$ cat config.mk
export PLATFORM = sky130hd
export DESIGN_NAME = power_saving_mode_control
export DESIGN_NICKNAME = d
export VERILOG_FILES = /design/src/logic/pwr_ctl_pkg.sv /design/src/logic/osc_switch_ctl.sv /design/src/logic/power_saving_mode_control.sv
export SDC_FILE = /design/constraint.sdc
export NUM_CORES = 1
export LEC_CHECK = 0
export BUFFER_PORTS_ARGS = -buffer_cell sky130_fd_sc_hd__buf_4
export CORE_ASPECT_RATIO = 1.2
export CORE_MARGIN = 4
export CORE_UTILIZATION = 45
export DETAILED_ROUTE_END_ITERATION = 12
export GPL_ROUTABILITY_DRIVEN = 1
export PLACE_DENSITY = 0.88
export SYNTH_ARGS = -nofsm -noshare
export SYNTH_HDL_FRONTEND = slang
export SYNTH_SLANG_ARGS = --single-unit
$ cat constraint.sdc
create_clock -name CLK_IN -period 4.5 [get_ports CLK_IN]
set_clock_uncertainty 0.2 [all_clocks]
set_input_delay 0 -clock CLK_IN [delete_from_list [all_inputs] [get_ports CLK_IN]]
set_output_delay 0 -clock CLK_IN [all_outputs]
set_load 0.05 [all_outputs]
$ cat src/logic/pwr_ctl_pkg.sv
// Shared constants and types for the power-saving mode controller
package pwr_ctl_pkg;
	localparam int OSC_SEL_W = 3;
	localparam int OSC_CTL_W = 16;
	localparam int NEW_OSC_LSB = 8;
	localparam int NEW_OSC_MSB = 10;
	localparam int SWITCH_REQ_BIT = 0;
	localparam logic [2:0] OSC_SEL_RST = 3'h0;
	localparam logic [15:0] OSC_CTL_RST = 16'h0000;
	localparam logic PS_MODE_SLEEP = 1'b0;
	localparam logic PS_MODE_IDLE = 1'b1;
	// Nanoseconds spent settling a newly selected oscillator
	localparam int SWITCH_TIME_NS = 50;
	localparam int CLK_PERIOD_NS = 5;
	localparam int SWITCH_CYCLES =
		(SWITCH_TIME_NS + CLK_PERIOD_NS - 1) / CLK_PERIOD_NS;
	localparam logic [3:0] SWITCH_CNT_MAX = 4'(SWITCH_CYCLES - 1);
	typedef enum logic [1:0] {
		ST_RUN,
		ST_IDLE,
		ST_SLEEP
	} pwr_state_t;
endpackage : pwr_ctl_pkg

$ cat src/logic/osc_switch_ctl.sv
// Oscillator control register with unlock-gated writes and switch sequencing
`timescale 1ns/10ps
module osc_switch_ctl
	import pwr_ctl_pkg::*;
(
	input wire logic clk_in,
	input wire logic rst_in,
	input wire logic unlocked_in,
	input wire logic cfg_locked_in,
	input wire logic wr_in,
	input wire logic [15:0] wr_data_in,
	output logic [2:0] active_osc_out,
	output logic [15:0] osc_ctl_out
);
	logic [2:0] new_osc_q;
	logic switch_q;
	logic [2:0] active_q;
	logic [3:0] cnt_q;
	logic wr_ok;

	// Writes without the unlock sequence are dropped
	assign wr_ok = wr_in && unlocked_in && !cfg_locked_in;

	always_ff @(posedge clk_in) begin
		if (rst_in) begin
			new_osc_q <= OSC_SEL_RST;
		end else if (wr_ok && !switch_q) begin
			new_osc_q <= wr_data_in[NEW_OSC_MSB:NEW_OSC_LSB];
		end
	end

	always_ff @(posedge clk_in) begin
		if (rst_in) begin
			switch_q <= 1'b0;
			cnt_q <= 4'h0;
			active_q <= OSC_SEL_RST;
		end else if (switch_q) begin
			if (cnt_q == SWITCH_CNT_MAX) begin
				switch_q <= 1'b0;
				active_q <= new_osc_q;
				cnt_q <= 4'h0;
			end else begin
				cnt_q <= cnt_q + 4'h1;
			end
		end else if (wr_ok && wr_data_in[SWITCH_REQ_BIT]) begin
			switch_q <= 1'b1;
		end
	end

	assign active_osc_out = active_q;
	always_comb begin
		osc_ctl_out = OSC_CTL_RST;
		osc_ctl_out[NEW_OSC_MSB:NEW_OSC_LSB] = new_osc_q;
		osc_ctl_out[SWITCH_REQ_BIT] = switch_q;
	end
endmodule : osc_switch_ctl

$ cat src/logic/power_saving_mode_control.sv
// Sleep and Idle mode sequencing with clock and peripheral gating
// Functional notes
// Enter low power only on power-save instruction
// Sleep stops clocks and halts execution
// Idle halts CPU, peripherals keep clocking
// Wake on enabled interrupt, watchdog, reset
// Sleep shuts down system clock source
// Clock failure monitor inactive in Sleep
// Low-power RC runs in Sleep with watchdog
// Watchdog cleared just before entering Sleep
// Pin change, external-clock peripherals may wake
// System-clock peripherals disabled during Sleep
// Wake resumes on the pre-Sleep clock source; a switch that completes during Sleep wakes on the new source
// Unlocked software selects new oscillator field
// Switch request bit cleared when switch done
// Oscillator register writes need unlock sequence
// After wake, CPU resumes, interrupt first
`timescale 1ns/10ps
module power_saving_mode_control
	import pwr_ctl_pkg::*;
(
	input wire logic CLK_IN,
	input wire logic RST_IN,
	input wire logic PWR_SAVE_EXEC_IN,
	input wire logic PWR_SAVE_MODE_IN,
	input wire logic IRQ_ENABLED_PENDING_IN,
	input wire logic IRQ_PRIO_ALLOWS_IN,
	input wire logic PIN_CHANGE_IRQ_IN,
	input wire logic EXT_CLK_PERIPH_IRQ_IN,
	input wire logic WDT_ENABLE_IN,
	input wire logic WDT_TIMEOUT_IN,
	input wire logic FAIL_MONITOR_EN_IN,
	input wire logic OSC_UNLOCKED_IN,
	input wire logic CLK_CFG_LOCKED_IN,
	input wire logic OSC_CTL_WR_IN,
	input wire logic [15:0] OSC_CTL_WDATA_IN,
	output logic CPU_CLK_EN_OUT,
	output logic PERIPH_CLK_EN_OUT,
	output logic SYS_OSC_EN_OUT,
	output logic [2:0] SYS_OSC_SEL_OUT,
	output logic FAIL_MONITOR_ACTIVE_OUT,
	output logic LOW_POWER_RC_EN_OUT,
	output logic WDT_CLEAR_OUT,
	output logic WAKE_OUT,
	output logic VECTOR_TO_IRQ_OUT,
	output logic SLEEPING_OUT,
	output logic IDLING_OUT,
	output logic [15:0] OSC_CTL_RDATA_OUT
);
	pwr_state_t state_q;
	logic wake_evt;
	logic sleep_wake_evt;
	logic wdt_clear_q;
	logic wake_q;
	logic vector_q;
	logic [2:0] active_osc;
	logic [2:0] held_osc_q;
	logic enter_req;
	logic wake_hit;
	logic osc_wr;

	// Clock changes are refused while the core is stopped
	assign osc_wr = OSC_CTL_WR_IN && (state_q == ST_RUN);

	osc_switch_ctl u_osc (
		.clk_in(CLK_IN),
		.rst_in(RST_IN),
		.unlocked_in(OSC_UNLOCKED_IN),
		.cfg_locked_in(CLK_CFG_LOCKED_IN),
		.wr_in(osc_wr),
		.wr_data_in(OSC_CTL_WDATA_IN),
		.active_osc_out(active_osc),
		.osc_ctl_out(OSC_CTL_RDATA_OUT)
	);

	// Device reset itself is the third wake source via RST_IN
	assign wake_evt = IRQ_ENABLED_PENDING_IN || WDT_TIMEOUT_IN;
	// Sleep keeps every Idle wake source and adds the asynchronous ones
	assign sleep_wake_evt = wake_evt || PIN_CHANGE_IRQ_IN ||
		EXT_CLK_PERIPH_IRQ_IN;

	// Operand decode shared by entry and the watchdog clear
	function automatic logic is_sleep_mode(input logic mode);
		return mode == PS_MODE_SLEEP;
	endfunction : is_sleep_mode

	// Which wake sources still count in the given state
	function automatic logic wake_seen(
		input pwr_state_t st,
		input logic run_evt,
		input logic sleep_evt
	);
		logic hit;
		hit = 1'b0;
		case (st)
			ST_IDLE: begin
				hit = run_evt;
			end
			ST_SLEEP: begin
				hit = sleep_evt;
			end
			default: begin
				hit = 1'b0;
			end
		endcase
		return hit;
	endfunction : wake_seen

	assign enter_req = (state_q == ST_RUN) && PWR_SAVE_EXEC_IN;
	assign wake_hit = wake_seen(state_q, wake_evt, sleep_wake_evt);

	always_ff @(posedge CLK_IN) begin
		if (RST_IN) begin
			state_q <= ST_RUN;
		end else begin
			case (state_q)
				ST_RUN: begin
					if (enter_req) begin
						state_q <= is_sleep_mode(PWR_SAVE_MODE_IN)
							? ST_SLEEP : ST_IDLE;
					end
				end
				ST_IDLE: begin
					if (wake_evt) begin
						state_q <= ST_RUN;
					end
				end
				ST_SLEEP: begin
					if (sleep_wake_evt) begin
						state_q <= ST_RUN;
					end
				end
				default: begin
					state_q <= ST_RUN;
				end
			endcase
		end
	end

	// Registered pulse in the first Sleep cycle, one cycle after the entry request
	always_ff @(posedge CLK_IN) begin
		if (RST_IN) begin
			wdt_clear_q <= 1'b0;
		end else begin
			wdt_clear_q <= enter_req && is_sleep_mode(PWR_SAVE_MODE_IN) &&
				WDT_ENABLE_IN;
		end
	end

	// Source is captured at entry so Sleep and Idle hold it; a wake returns to active_osc
	always_ff @(posedge CLK_IN) begin
		if (RST_IN) begin
			held_osc_q <= OSC_SEL_RST;
		end else if (state_q == ST_RUN) begin
			held_osc_q <= active_osc;
		end
	end

	always_ff @(posedge CLK_IN) begin
		if (RST_IN) begin
			wake_q <= 1'b0;
		end else begin
			wake_q <= wake_hit;
		end
	end

	// Watchdog wakes restart code without taking an interrupt
	always_ff @(posedge CLK_IN) begin
		if (RST_IN) begin
			vector_q <= 1'b0;
		end else begin
			vector_q <= wake_hit && !WDT_TIMEOUT_IN &&
				IRQ_PRIO_ALLOWS_IN;
		end
	end

	// One decode drives every gate, so no state can leave one stale
	always_comb begin
		CPU_CLK_EN_OUT = 1'b1;
		PERIPH_CLK_EN_OUT = 1'b1;
		SYS_OSC_EN_OUT = 1'b1;
		SYS_OSC_SEL_OUT = active_osc;
		FAIL_MONITOR_ACTIVE_OUT = FAIL_MONITOR_EN_IN;
		SLEEPING_OUT = 1'b0;
		IDLING_OUT = 1'b0;
		case (state_q)
			ST_RUN: begin
				CPU_CLK_EN_OUT = 1'b1;
				PERIPH_CLK_EN_OUT = 1'b1;
				SYS_OSC_EN_OUT = 1'b1;
				SYS_OSC_SEL_OUT = active_osc;
				FAIL_MONITOR_ACTIVE_OUT = FAIL_MONITOR_EN_IN;
				SLEEPING_OUT = 1'b0;
				IDLING_OUT = 1'b0;
			end
			ST_IDLE: begin
				CPU_CLK_EN_OUT = 1'b0;
				PERIPH_CLK_EN_OUT = 1'b1;
				SYS_OSC_EN_OUT = 1'b1;
				SYS_OSC_SEL_OUT = held_osc_q;
				FAIL_MONITOR_ACTIVE_OUT = FAIL_MONITOR_EN_IN;
				SLEEPING_OUT = 1'b0;
				IDLING_OUT = 1'b1;
			end
			ST_SLEEP: begin
				CPU_CLK_EN_OUT = 1'b0;
				PERIPH_CLK_EN_OUT = 1'b0;
				SYS_OSC_EN_OUT = 1'b0;
				SYS_OSC_SEL_OUT = held_osc_q;
				FAIL_MONITOR_ACTIVE_OUT = 1'b0;
				SLEEPING_OUT = 1'b1;
				IDLING_OUT = 1'b0;
			end
			default: begin
				CPU_CLK_EN_OUT = 1'b0;
				PERIPH_CLK_EN_OUT = 1'b1;
				SYS_OSC_EN_OUT = 1'b1;
				SYS_OSC_SEL_OUT = held_osc_q;
				FAIL_MONITOR_ACTIVE_OUT = FAIL_MONITOR_EN_IN;
				SLEEPING_OUT = 1'b0;
				IDLING_OUT = 1'b0;
			end
		endcase
	end

	assign LOW_POWER_RC_EN_OUT = WDT_ENABLE_IN;
	assign WDT_CLEAR_OUT = wdt_clear_q;
	assign WAKE_OUT = wake_q;
	assign VECTOR_TO_IRQ_OUT = vector_q;
endmodule : power_saving_mode_control

* After elaboration in Yosys (flattened, before gate mapping)
Cells that the tools add are included.
** Cells by class
- Add/sub/neg operators :: 1
- Equal/unequal tests :: 6
- Multiplexer cells :: 16
- Bitwise gates (word level) :: 1
- Reductions and logical operators :: 19
** Operators by type and width (number)
- $logic_and 1x1->1 :: 10
- $mux 1 :: 8
- $mux 2 :: 4
- $ne 2x2->1 const B :: 3
- $pmux 2 s3 :: 1
- $add 4x1->4 const B :: 1
- $eq 4x4->1 const B :: 1
- $mux 4 :: 1
- $logic_not 1->1 :: 3
- $logic_or 1x1->1 :: 3
- $mux 3 :: 1
- $reduce_and 3->1 :: 1
- $eq 2x1->1 const B :: 1
- $eq 2x2->1 const B :: 1
- $logic_not 2->1 :: 1
- $pmux 1 s2 :: 1
- $reduce_and 2->1 :: 1
- $not 1->1 :: 1
** Word-level totals
- Bits in registers :: 19
- Input bits :: 30
- Output and inout port bits :: 29
- Logic and storage cells :: 52

* Logic depth before layout (Yosys ltp)
Gate-level depths: netlist of run 1.
- Depth after elaboration :: 7
- Gate-level depth with buffers :: 6
- Gate-level depth less buffers :: 5

* Modules after synthesis
Synthesis of run 1 repeated with hierarchy kept, for this count alone.
** Second synthesis, totals
- Cell total of the unflattened synthesis :: 104
- Area, all modules :: 1017.2 um^2
** By module, submodules not included
- osc_switch_ctl :: times used 1, cells each 62, area an instance 591.8 um^2, seq. area each 220.2 um^2
- power_saving_mode_control :: times used 1, cells each 42, area an instance 425.4 um^2, seq. area each 160.2 um^2

* Least setup slack after synthesis of run 1
No wires, ideal clock.
- Path type :: register to register
- Start :: register state_q[0]
- End :: register held_osc_q[0]
- Library setup time :: 0.125 ns
- Arrival time :: 1.737 ns
- Required time :: 4.175 ns
- Slack :: 2.438 ns
- Cell stages (with the launch flop) :: 6
- Path buffers :: 1
- Clock period less this slack :: 2.062 ns
- Cells stage by stage :: dfxtp_1 inv_1 ha_1 clkbuf_2 mux2_2 nor2b_1
** On the way
- Longest elaborated chain between the ends :: 2
** RTL lines
- from (decl) :: line power_saving_mode_control.sv:50 : pwr_state_t state_q;
- from (signal assigned) :: line power_saving_mode_control.sv:119 : state_q <= is_sleep_mode(PWR_SAVE_MODE_IN)
- $logic_not 2->1
- $mux 3
- via SYS_OSC_SEL_OUT[0] :: line power_saving_mode_control.sv:40 : output logic [2:0] SYS_OSC_SEL_OUT,
- to (signal assigned) :: line power_saving_mode_control.sv:155 : held_osc_q <= active_osc;
- to (decl) :: line power_saving_mode_control.sv:57 : logic [2:0] held_osc_q;
The timed path passes the listed nets, and every way through them passes these cells.
A chain may end at the register's enable or synchronous reset.

* Final worst setup path of run 1
- Start :: register state_q[0]
- End :: register u_osc.switch_q
** On the way
- Longest elaborated chain between the ends :: 7
** RTL lines
- $logic_not 2->1 :: line power_saving_mode_control.sv:63 : assign osc_wr = OSC_CTL_WR_IN && (state_q == ST_RUN);
- $logic_and 1x1->1 :: line power_saving_mode_control.sv:63
- $logic_and 1x1->1 (2 in a row) :: line osc_switch_ctl.sv:22 : assign wr_ok = wr_in && unlocked_in && !cfg_locked_in;
- $logic_and 1x1->1 :: line osc_switch_ctl.sv:45 : end else if (wr_ok && wr_data_in[SWITCH_REQ_BIT]) begin
- $mux 1 :: line osc_switch_ctl.sv:45
- $mux 1 :: line osc_switch_ctl.sv:37 : end else if (switch_q) begin
- to (signal assigned) :: line osc_switch_ctl.sv:34 : switch_q <= 1'b0;
- to (signal assigned) :: line osc_switch_ctl.sv:39 : switch_q <= 1'b0;
- to (signal assigned) :: line osc_switch_ctl.sv:46 : switch_q <= 1'b1;
- to (decl) :: line osc_switch_ctl.sv:16 : logic switch_q;
Every way passes these cells.

==> results of run 1 <==
[placed cells by master (no fill, tap or decap), types with 4 or more instances in the layout]
| cell type | Yosys | routed |
|---|---|---|
| a21oi_1 | 11 | 11 |
| buf_4 | 15 | 34 |
| conb_1 | 1 | 12 |
| dfxtp_1 | 19 | 19 |
| dlygate4sd3_1 | 0 | 20 |
| inv_1 | 6 | 6 |
| nand2_1 | 4 | 4 |
| nand3_1 | 8 | 8 |
| nor2b_1 | 6 | 6 |
| o21ai_0 | 9 | 9 |
[cell families after synthesis]
kind of cell	count (synthesis)	share of synthesized area
mux	5	0.0542
flops	19	0.383
simple gates	34	0.221
xor+xnor	2	0.0177
buf+inv	25	0.153
other cells	1	0.00378
fa+ha+maj	3	0.0378
compound gates	22	0.130
[worst reg2reg max path: cells and delay by family, from the launching register on]
family / cells / cell delay [ns]
AO/OA/AOI/OAI: 1 / 0.12
adder cells (fa/ha/maj): 1 / 0.35
buffers and inverters: 3 / 1.21
flip-flops: 1 / 0.34
AND/OR/NAND/NOR: 2 / 0.43
[power breakdown]
group / total [mW] / switching [mW] / leakage [nW] / internal [mW]
sequential: 0.177 / 0.00466 / 0.154 / 0.173
clock: 0.0829 / 0.0485 / 0.0150 / 0.0344
combinational: 0.133 / 0.0860 / 0.450 / 0.0466
total: 0.393 / 0.139 / 0.619 / 0.254
[per-layer routing]
metal,GRT usage,share of wire,up-vias
met2,0.362,0.56,30
met3,0.0554,0.070,2
met5,0,0,-
met4,0.0654,0.0032,0
met1,0.153,0.36,441
li1,-,-,456
[state kept, by name, summed over array words and instances (netlist names)]
signal and flops:
WAKE_OUT 1, u_osc.cnt_q 4, u_osc.new_osc_q 3, held_osc_q 3, state_q 2, VECTOR_TO_IRQ_OUT 1, u_osc.active_osc_out 3, WDT_CLEAR_OUT 1
u_osc.switch_q 1
[cell type report]
class / count / area [sq um]
sequential: 19 / 380
inverter: 6 / 22.5
multi-input combinational: 78 / 502
fill: 192 / 648
tap: 30 / 37.5
timing repair buffer: 54 / 455
clock buffer: 4 / 26.3
[final timing paths]
| kind | slack (ns) | depth (start not counted) | start | to |
|---|---|---|---|---|
| worst max-delay path | 1.81 | 7 | state_q[0] | u_osc.switch_q |
| worst min-delay path | 0.03 | 4 | PIN_CHANGE_IRQ_IN | state_q[0] |
| worst max register to register | 1.81 | 7 | state_q[0] | u_osc.switch_q |
| worst min register to register | 0.29 | 2 | u_osc.active_osc_out[2] | u_osc.active_osc_out[2] |
[repair_timing]
action | CTS | global route
endpoints found under the setup margin | 0 | 0
endpoints found under the hold margin | 19 | 0
hold buffers | 20 | 0
[through the flow]
stage                     area (sq um)  std cells  worst slack [ns]
after floorplan                   1030        122              2.44
after global placement            1200        167              2.88
final                             1420        191              1.81
after CTS                         1420        191              1.86
after global routing              1420        191              1.62
after detailed placement          1200        167              2.85
==> flow_summary.yaml, run 1 <==
routing:
  ant_nets: 0
  route.detailed.drc: 0
  via_per_inst: 4.86
  drt_iter0_drc: 2
  drt_pass1_iterations: 4
  routed_wl_mm: 2.50
  via_count: 929
  wl_per_cell_um: 13.1
placed_design:
  gp_congestion: 0.757
  dp_hpwl_mm: 1.78
  io_buffers: 34
timing:
  setup_viol: 0
  fin_crit_ns: 2.69
  finalSetupTns_ns: 0
  rsz0062_at_grt: "no"
  drv_slew: 0
  period_share: 0.598
  hold_ws_ns: 0.0334
  max_freq_ghz: 0.371
  hold_violations: 0
grt:
  antenna_found_initial: 0
  grt_pass1_wl_mm: 3.98
  grt_max_degree: 21
  groute.usage.overall: 0.175
  grt_remaining_overflow: 0
  grt_pass1_vias: 940
synthesis:
  ys.flop_type: "dfxtp_1"
  yosysMostFrequentCell: "dfxtp_1"
  syn_area_per_cell_sq_um: 8.94
  yosysTopAreaCellShare: 0.383
  synth_cell_types: 29
  ys_warn_count: 0
  ys_top_cells_by_count: "dfxtp_1, buf_4, a21oi_1"
  yosys-top-cells-area: "dfxtp_1, buf_4, a21oi_1"
  ys_seq_elements: 19
  async_flop_share: 0
  synth_edf_count: 0
  yosysTopAreaCell: "dfxtp_1"
  ys_seq_area_frac: 0.383
  netlist_area_sq_um: 992
  synth_cells: 111
critical_path:
  path_cells: "inv_1, ha_1, and4b_1, nand3_1, dlygate4sd3_1, a21oi_1, dlygate4sd3_1"
  end_kind: "register"
  crit_top_cell: "dlygate4sd3_1"
  critPathArrivalTime_ns: 2.73
  cp_max_fo: 8
  path_class: "register to register"
  slowest_stage: "dlygate4sd3_1"
  path_delay_family: "buffers and inverters"
  path_buf_inv: 3
  required_ns: 4.53
  max_stage_delay_ns: 0.58
  worst_setup_path_start_kind: "register"
finish:
  area_delta_synth_final_pct: 43.5
  drive_gt1_frac: 0.267
  antennaDiodeCount: 0
  post-route-util: 0.687
  fin_nets: 195
run:
  max-cap-violations: 0
clock_tree:
  cts_tree: "done"
  cts-root-buf: "clkbuf_4"
  cts_buffer_depth: 2
  insertion_delay_ns: 0.29
  cts_resized: 0
  numCtsBuffers: 3
  h-tree-depth: 1
  numClockSinks: 19
  clk_pin_slew_worst_paths_ns: 0.10
  postCtsSetupRepairBufs: 0
floorplan:
  io_pins: 59
  core_area_sq_mm: 0.00207
  start_util: 0.479
  rows: 18
  die_y_um: 59.4
  die_w_um: 50.9
  dieArea_sq_mm: 0.00302
outcome:
  status: "complete, no violations"
pwr:
  p_leak_nw: 0.619
  irDropWorstVdd_mv: 0.217
  power.density_mw_per_mm2: 276
  total_power_uw: 393
min_path:
  hold_path_class: "primary input to register"
Power figures use the tool's default switching activity.
==> inputs of run 2 (changes only) <==
CORE_UTILIZATION = 38   (was 45)
PLACE_DENSITY = 0.79   (was 0.88)
clock period = 2.4 ns   (was 4.5 ns; I/O delays follow)
==> run 2 against run 1 <==
  * Maximum frequency increased by 22%
  * Combinational power increased by 89%
  * First-iteration DRC count grew to 4.5 times the previous value
  * Final area up 0.97%
  * Count of clock-buffer cells in the layout is the same
  * Sequential power is 88% higher
  * Total power rose by 89%
  * Register-to-register slack worse by 1.6 ns
  * Clock power is 93% higher
  * Critical path type unchanged
  * Critical endpoint is now state_q[0]
  * Largest cell class unchanged
  * Highest routed layer unchanged
==> flow_summary.yaml, run 2 (synthesis results as in run 1) <==
outcome:
  status: "complete, no violations"
pwr:
  p_leak_nw: 0.610
  power.density_mw_per_mm2: 517
  p_comb_frac: 0.338
  clkPwrFrac: 0.214
  p_seq_frac: 0.447
  switchingPower_uw: 264
  swShare: 0.355
  p_int_uw: 480
  irDropWorstVdd_mv: 0.394
grt:
  grt_pass1_wl_mm: 3.82
  grt_remaining_overflow: 0
  groute.usage.overall: 0.146
  grt_pass1_vias: 898
  antenna_found_initial: 0
  grt_max_degree: 21
floorplan:
  die_w_um: 54.6
  io_pins: 59
  die_y_um: 64.0
  dieArea_sq_mm: 0.00350
  core_area_sq_mm: 0.00253
  rows: 20
  start_util: 0.393
timing:
  drv_slew: 0
  finalSetupTns_ns: 0
  rsz0062_at_grt: "no"
  hold_violations: 0
  period_share: 0.918
  setup_viol: 0
  fin_crit_ns: 2.20
  max_freq_ghz: 0.454
critical_path:
  end_kind: "register"
  required_ns: 2.39
  worst_setup_path_start_kind: "register"
  path_class: "register to register"
  cp_max_fo: 4
  critPathArrivalTime_ns: 2.20
placed_design:
  placed_area_sq_mm: 0.00120
  dp_hpwl_mm: 1.69
  gp_congestion: 0.720
  io_buffers: 34
routing:
  drt_pass1_iterations: 4
  via_count: 928
  via_per_inst: 4.76
  routed_wl_mm: 2.37
  route.detailed.drc: 0
  drt_iter0_drc: 9
  ant_nets: 0
  wl_per_cell_um: 12.2
clock_tree:
  cts-root-buf: "clkbuf_4"
  cts_hold_buf: 19
  h-tree-depth: 1
  postCtsSetupRepairBufs: 0
  numClockSinks: 19
  cts_buffer_depth: 2
  cts_tree: "done"
  insertion_delay_ns: 0.29
  clk_pin_slew_worst_paths_ns: 0.10
  numCtsBuffers: 3
  cts_resized: 0
min_path:
  hold_path_class: "primary input to output pin"
finish:
  fin_nets: 196
  top_register: "u_osc.cnt_q"
  fin_area_sq_mm: 0.00144
  antennaDiodeCount: 0
  area_delta_synth_final_pct: 44.9
  largest_reg_flops: 4
  final_common_cell: "buf_4"
  fillers: 232
  drive_gt1_frac: 0.265
  mostFrequentLayoutCells: "buf_4, dlygate4sd3_1, dfxtp_1, conb_1, a21oi_1"
run:
  max-cap-violations: 0
run 2: cell types whose count changed in the layout (fill, tap and decap cells not counted):
cell,change
dlygate4sd3_1,+1
run 2: area by class of cell:
type	instances	area (sq um)	area share
multi-input combinational	78	502	0.349
timing repair buffer	55	465	0.324
sequential	19	380	0.265
tap	33	41.3	0.0287
clock buffer	4	26.3	0.0183
inverter	6	22.5	0.0157
run 2: stage by stage:
stage               instances   util  hold WS (ns)  setup slack (ns)  total power [mW]
floorplan                 122      -        -0.125             0.338             0.524
global placement          170  0.475       -0.0119             0.771             0.560
detailed placement        170  0.475       0.00166             0.754             0.563
CTS                       193  0.561       0.00392             0.203             0.742
global route              195  0.569        0.0960            0.0771             0.784
finish                    195  0.569        0.0817             0.196             0.744
run 2: metal layers:
| layer | part of all wire | global-route usage | wire, um |
|---|---|---|---|
| met5 | 0 | 0 | 0 |
| met4 | 0.015 | 0.0530 | 35 |
| met3 | 0.095 | 0.0443 | 226 |
| met2 | 0.52 | 0.253 | 1240 |
| met1 | 0.37 | 0.158 | 870 |
run 2: critical path, cell delays in order (launching register included):
cell and delay [ns]:
dfxtp_1 0.34, inv_1 0.08, ha_1 0.20, or3b_2 0.47, o221a_4 0.14, dlygate4sd3_1 0.57, mux2i_1 0.12
run 2: final timing paths:
check / startpoint / depth (start not counted) / slack [ns] / to
hold / removal: WDT_ENABLE_IN / 2 / 0.08 / LOW_POWER_RC_EN_OUT
setup / recovery: state_q[1] / 6 / 0.20 / state_q[0]
setup reg to reg: state_q[1] / 6 / 0.20 / state_q[0]
hold reg to reg: u_osc.active_osc_out[2] / 2 / 0.29 / u_osc.active_osc_out[2]
run 2: power groups by stage:
| stage | Clock (mW) | Sequential, mW | Combinational (mW) |
|---|---|---|---|
| after detailed placement | 0 | 0.340 | 0.222 |
| after global placement | 0 | 0.340 | 0.221 |
| after global routing | 0.183 | 0.335 | 0.267 |
| after CTS | 0.164 | 0.333 | 0.245 |
| after floorplan | 0 | 0.348 | 0.176 |
| final | 0.160 | 0.333 | 0.252 |
==> inputs of run 3 (changes only) <==
CORE_UTILIZATION = 40   (was 38)
CTS_BUF_LIST = sky130_fd_sc_hd__clkbuf_8   (was not set)
PLACE_DENSITY = 0.83   (was 0.79)
==> run 3 against run 2 <==
  * Count of clock-buffer cells in the layout shrank 1
  * Critical endpoint is now state_q[1]
  * Critical path type unchanged
  * Final area shrank 2.3%
  * First-iteration DRC count shrank 33%
  * Sequential cell count is the same
  * Utilization grew 3.4 points
==> flow_summary.yaml, run 3 (synthesis results as in run 1) <==
pwr:
  irDropWorstVdd_mv: 0.598
  power.density_mw_per_mm2: 561
  p_int_uw: 522
  clkPwrFrac: 0.268
  p_comb_frac: 0.309
  switchingPower_uw: 265
  p_leak_nw: 0.622
  p_seq_frac: 0.423
  swShare: 0.337
grt:
  grt_pass1_vias: 902
  grt_pass1_wl_mm: 3.75
  antenna_found_initial: 0
  grt_remaining_overflow: 0
  groute.usage.overall: 0.149
  grt_max_degree: 21
placed_design:
  placed_area_sq_mm: 0.00120
  gp_congestion: 0.743
  io_buffers: 34
  dp_slack_ns: 0.742
  dp_hpwl_mm: 1.75
finish:
  antennaDiodeCount: 0
  area_delta_synth_final_pct: 41.5
  final_common_cell: "buf_4"
  largest_reg_flops: 4
  fin_area_sq_mm: 0.00140
  mostFrequentLayoutCells: "buf_4, dfxtp_1, dlygate4sd3_1, conb_1, a21oi_1"
  top_register: "u_osc.cnt_q"
  fin_nets: 191
  drive_gt1_frac: 0.274
critical_path:
  rr_endpoint: "state_q[1]"
  path_class: "register to register"
  reg2reg_slack_ns: 0.18
  end_kind: "register"
  r2r-start: "state_q[1]"
  required_ns: 2.34
  worst_setup_path_start_kind: "register"
  r2r_cells: 6
  critPathArrivalTime_ns: 2.16
  cp_max_fo: 4
routing:
  wl_met1_um: 811
  met2_length_mm: 1.32
  drt_pass1_iterations: 4
  drt_iter0_drc: 6
  wl_per_cell_um: 12.8
  routed_wl_mm: 2.40
  via_per_inst: 4.88
  route.detailed.drc: 0
  via_count: 918
  wl_met3_um: 222
  top_layer_used: "met4"
  ant_nets: 0
clock_tree:
  cts_resized: 0
  numClockSinks: 19
  h-tree-depth: 1
  cts_hold_buf: 16
  cts_buffer_depth: 2
  cts-root-buf: "clkbuf_8"
  clk_pin_slew_worst_paths_ns: 0.07
  cts_tree: "done"
  postCtsSetupRepairBufs: 0
  numCtsBuffers: 3
  insertion_delay_ns: 0.25
timing:
  fin_crit_ns: 2.22
  drv_slew: 0
  slew_headroom: 0.659
  setup_viol: 0
  setup_ws_ns: 0.180
  finalSetupTns_ns: 0
  period_share: 0.925
  max_freq_ghz: 0.450
  tightest_slew_ns: 0.505
  hold_violations: 0
  rsz0062_at_grt: "no"
floorplan:
  dieArea_sq_mm: 0.00334
  die_y_um: 62.6
  start_util: 0.426
  core_area_sq_mm: 0.00233
  die_w_um: 53.5
  rows: 19
  io_pins: 59
run:
  max-cap-violations: 0
min_path:
  hold_end: "WAKE_OUT"
  hp-start: "EXT_CLK_PERIPH_IRQ_IN"
  hold_path_class: "primary input to register"
  hold_path_depth: 4
outcome:
  status: "complete, no violations"
==> run 3: cell count changes in the layout (fill, tap and decap cells not counted) <==
cell | previous run | this run
dlygate4sd3_1 | 21 | 16
clkbuf_4 | 3 | 0
clkbuf_8 | 0 | 3
clkbuf_1 | 1 | 0
inv_1 | 6 | 7
==> run 3: critical path, cell delays in order, from the launching register on <==
cell           delay (ns)
dfxtp_1              0.34
inv_1                0.08
ha_1                 0.21
or3b_2               0.47
o221a_4              0.14
mux2i_1              0.11
dlygate4sd3_1        0.55
==> run 3: layer usage <==
metal / GRT usage / up-vias
li1: - / 449
met1: 0.144 / 426
met2: 0.264 / 39
met3: 0.0525 / 4
met4: 0.0767 / 0
met5: 0 / -
==> run 3: area by class of cell <==
cell class                      count  area (sq um)
Fill cell                         215           926
Tap cell                           31          38.8
Clock buffer                        3          41.3
Clock inverter                      1          3.75
Sequential cell                    19           380
Timing Repair Buffer               50           415
Inverter                            6          22.5
Multi-Input combinational cell     78           502
==> run 3: worst max path at each step <==
stage | from | endpoint | slack, ns
after global routing | state_q[1] | state_q[1] | 0.10
after CTS | state_q[1] | state_q[1] | 0.19
after floorplan | state_q[0] | held_osc_q[0] | 0.34
final | state_q[1] | state_q[1] | 0.18
after detailed placement | state_q[1] | state_q[0] | 0.74
after global placement | state_q[1] | state_q[0] | 0.78
==> run 3: power groups by stage <==
stage | clock (mW) | combinational, mW | sequential, mW
2_1_floorplan | 0 | 0.176 | 0.348
3_3_place_gp | 0 | 0.220 | 0.339
3_5_place_dp | 0 | 0.224 | 0.340
4_1_cts | 0.215 | 0.243 | 0.333
5_1_grt | 0.228 | 0.256 | 0.334
6_report | 0.211 | 0.243 | 0.333
==> run 3: metrics by stage <==
stage,hold slack [ns],cells,total power [mW],utilization
after CTS,0.00112,188,0.792,0.603
after global placement,-0.0161,168,0.560,0.515
after global routing,0.00981,188,0.819,0.603
final,0.00332,188,0.787,0.603
after floorplan,-0.125,122,0.524,-
after detailed placement,-0.0118,168,0.564,0.515
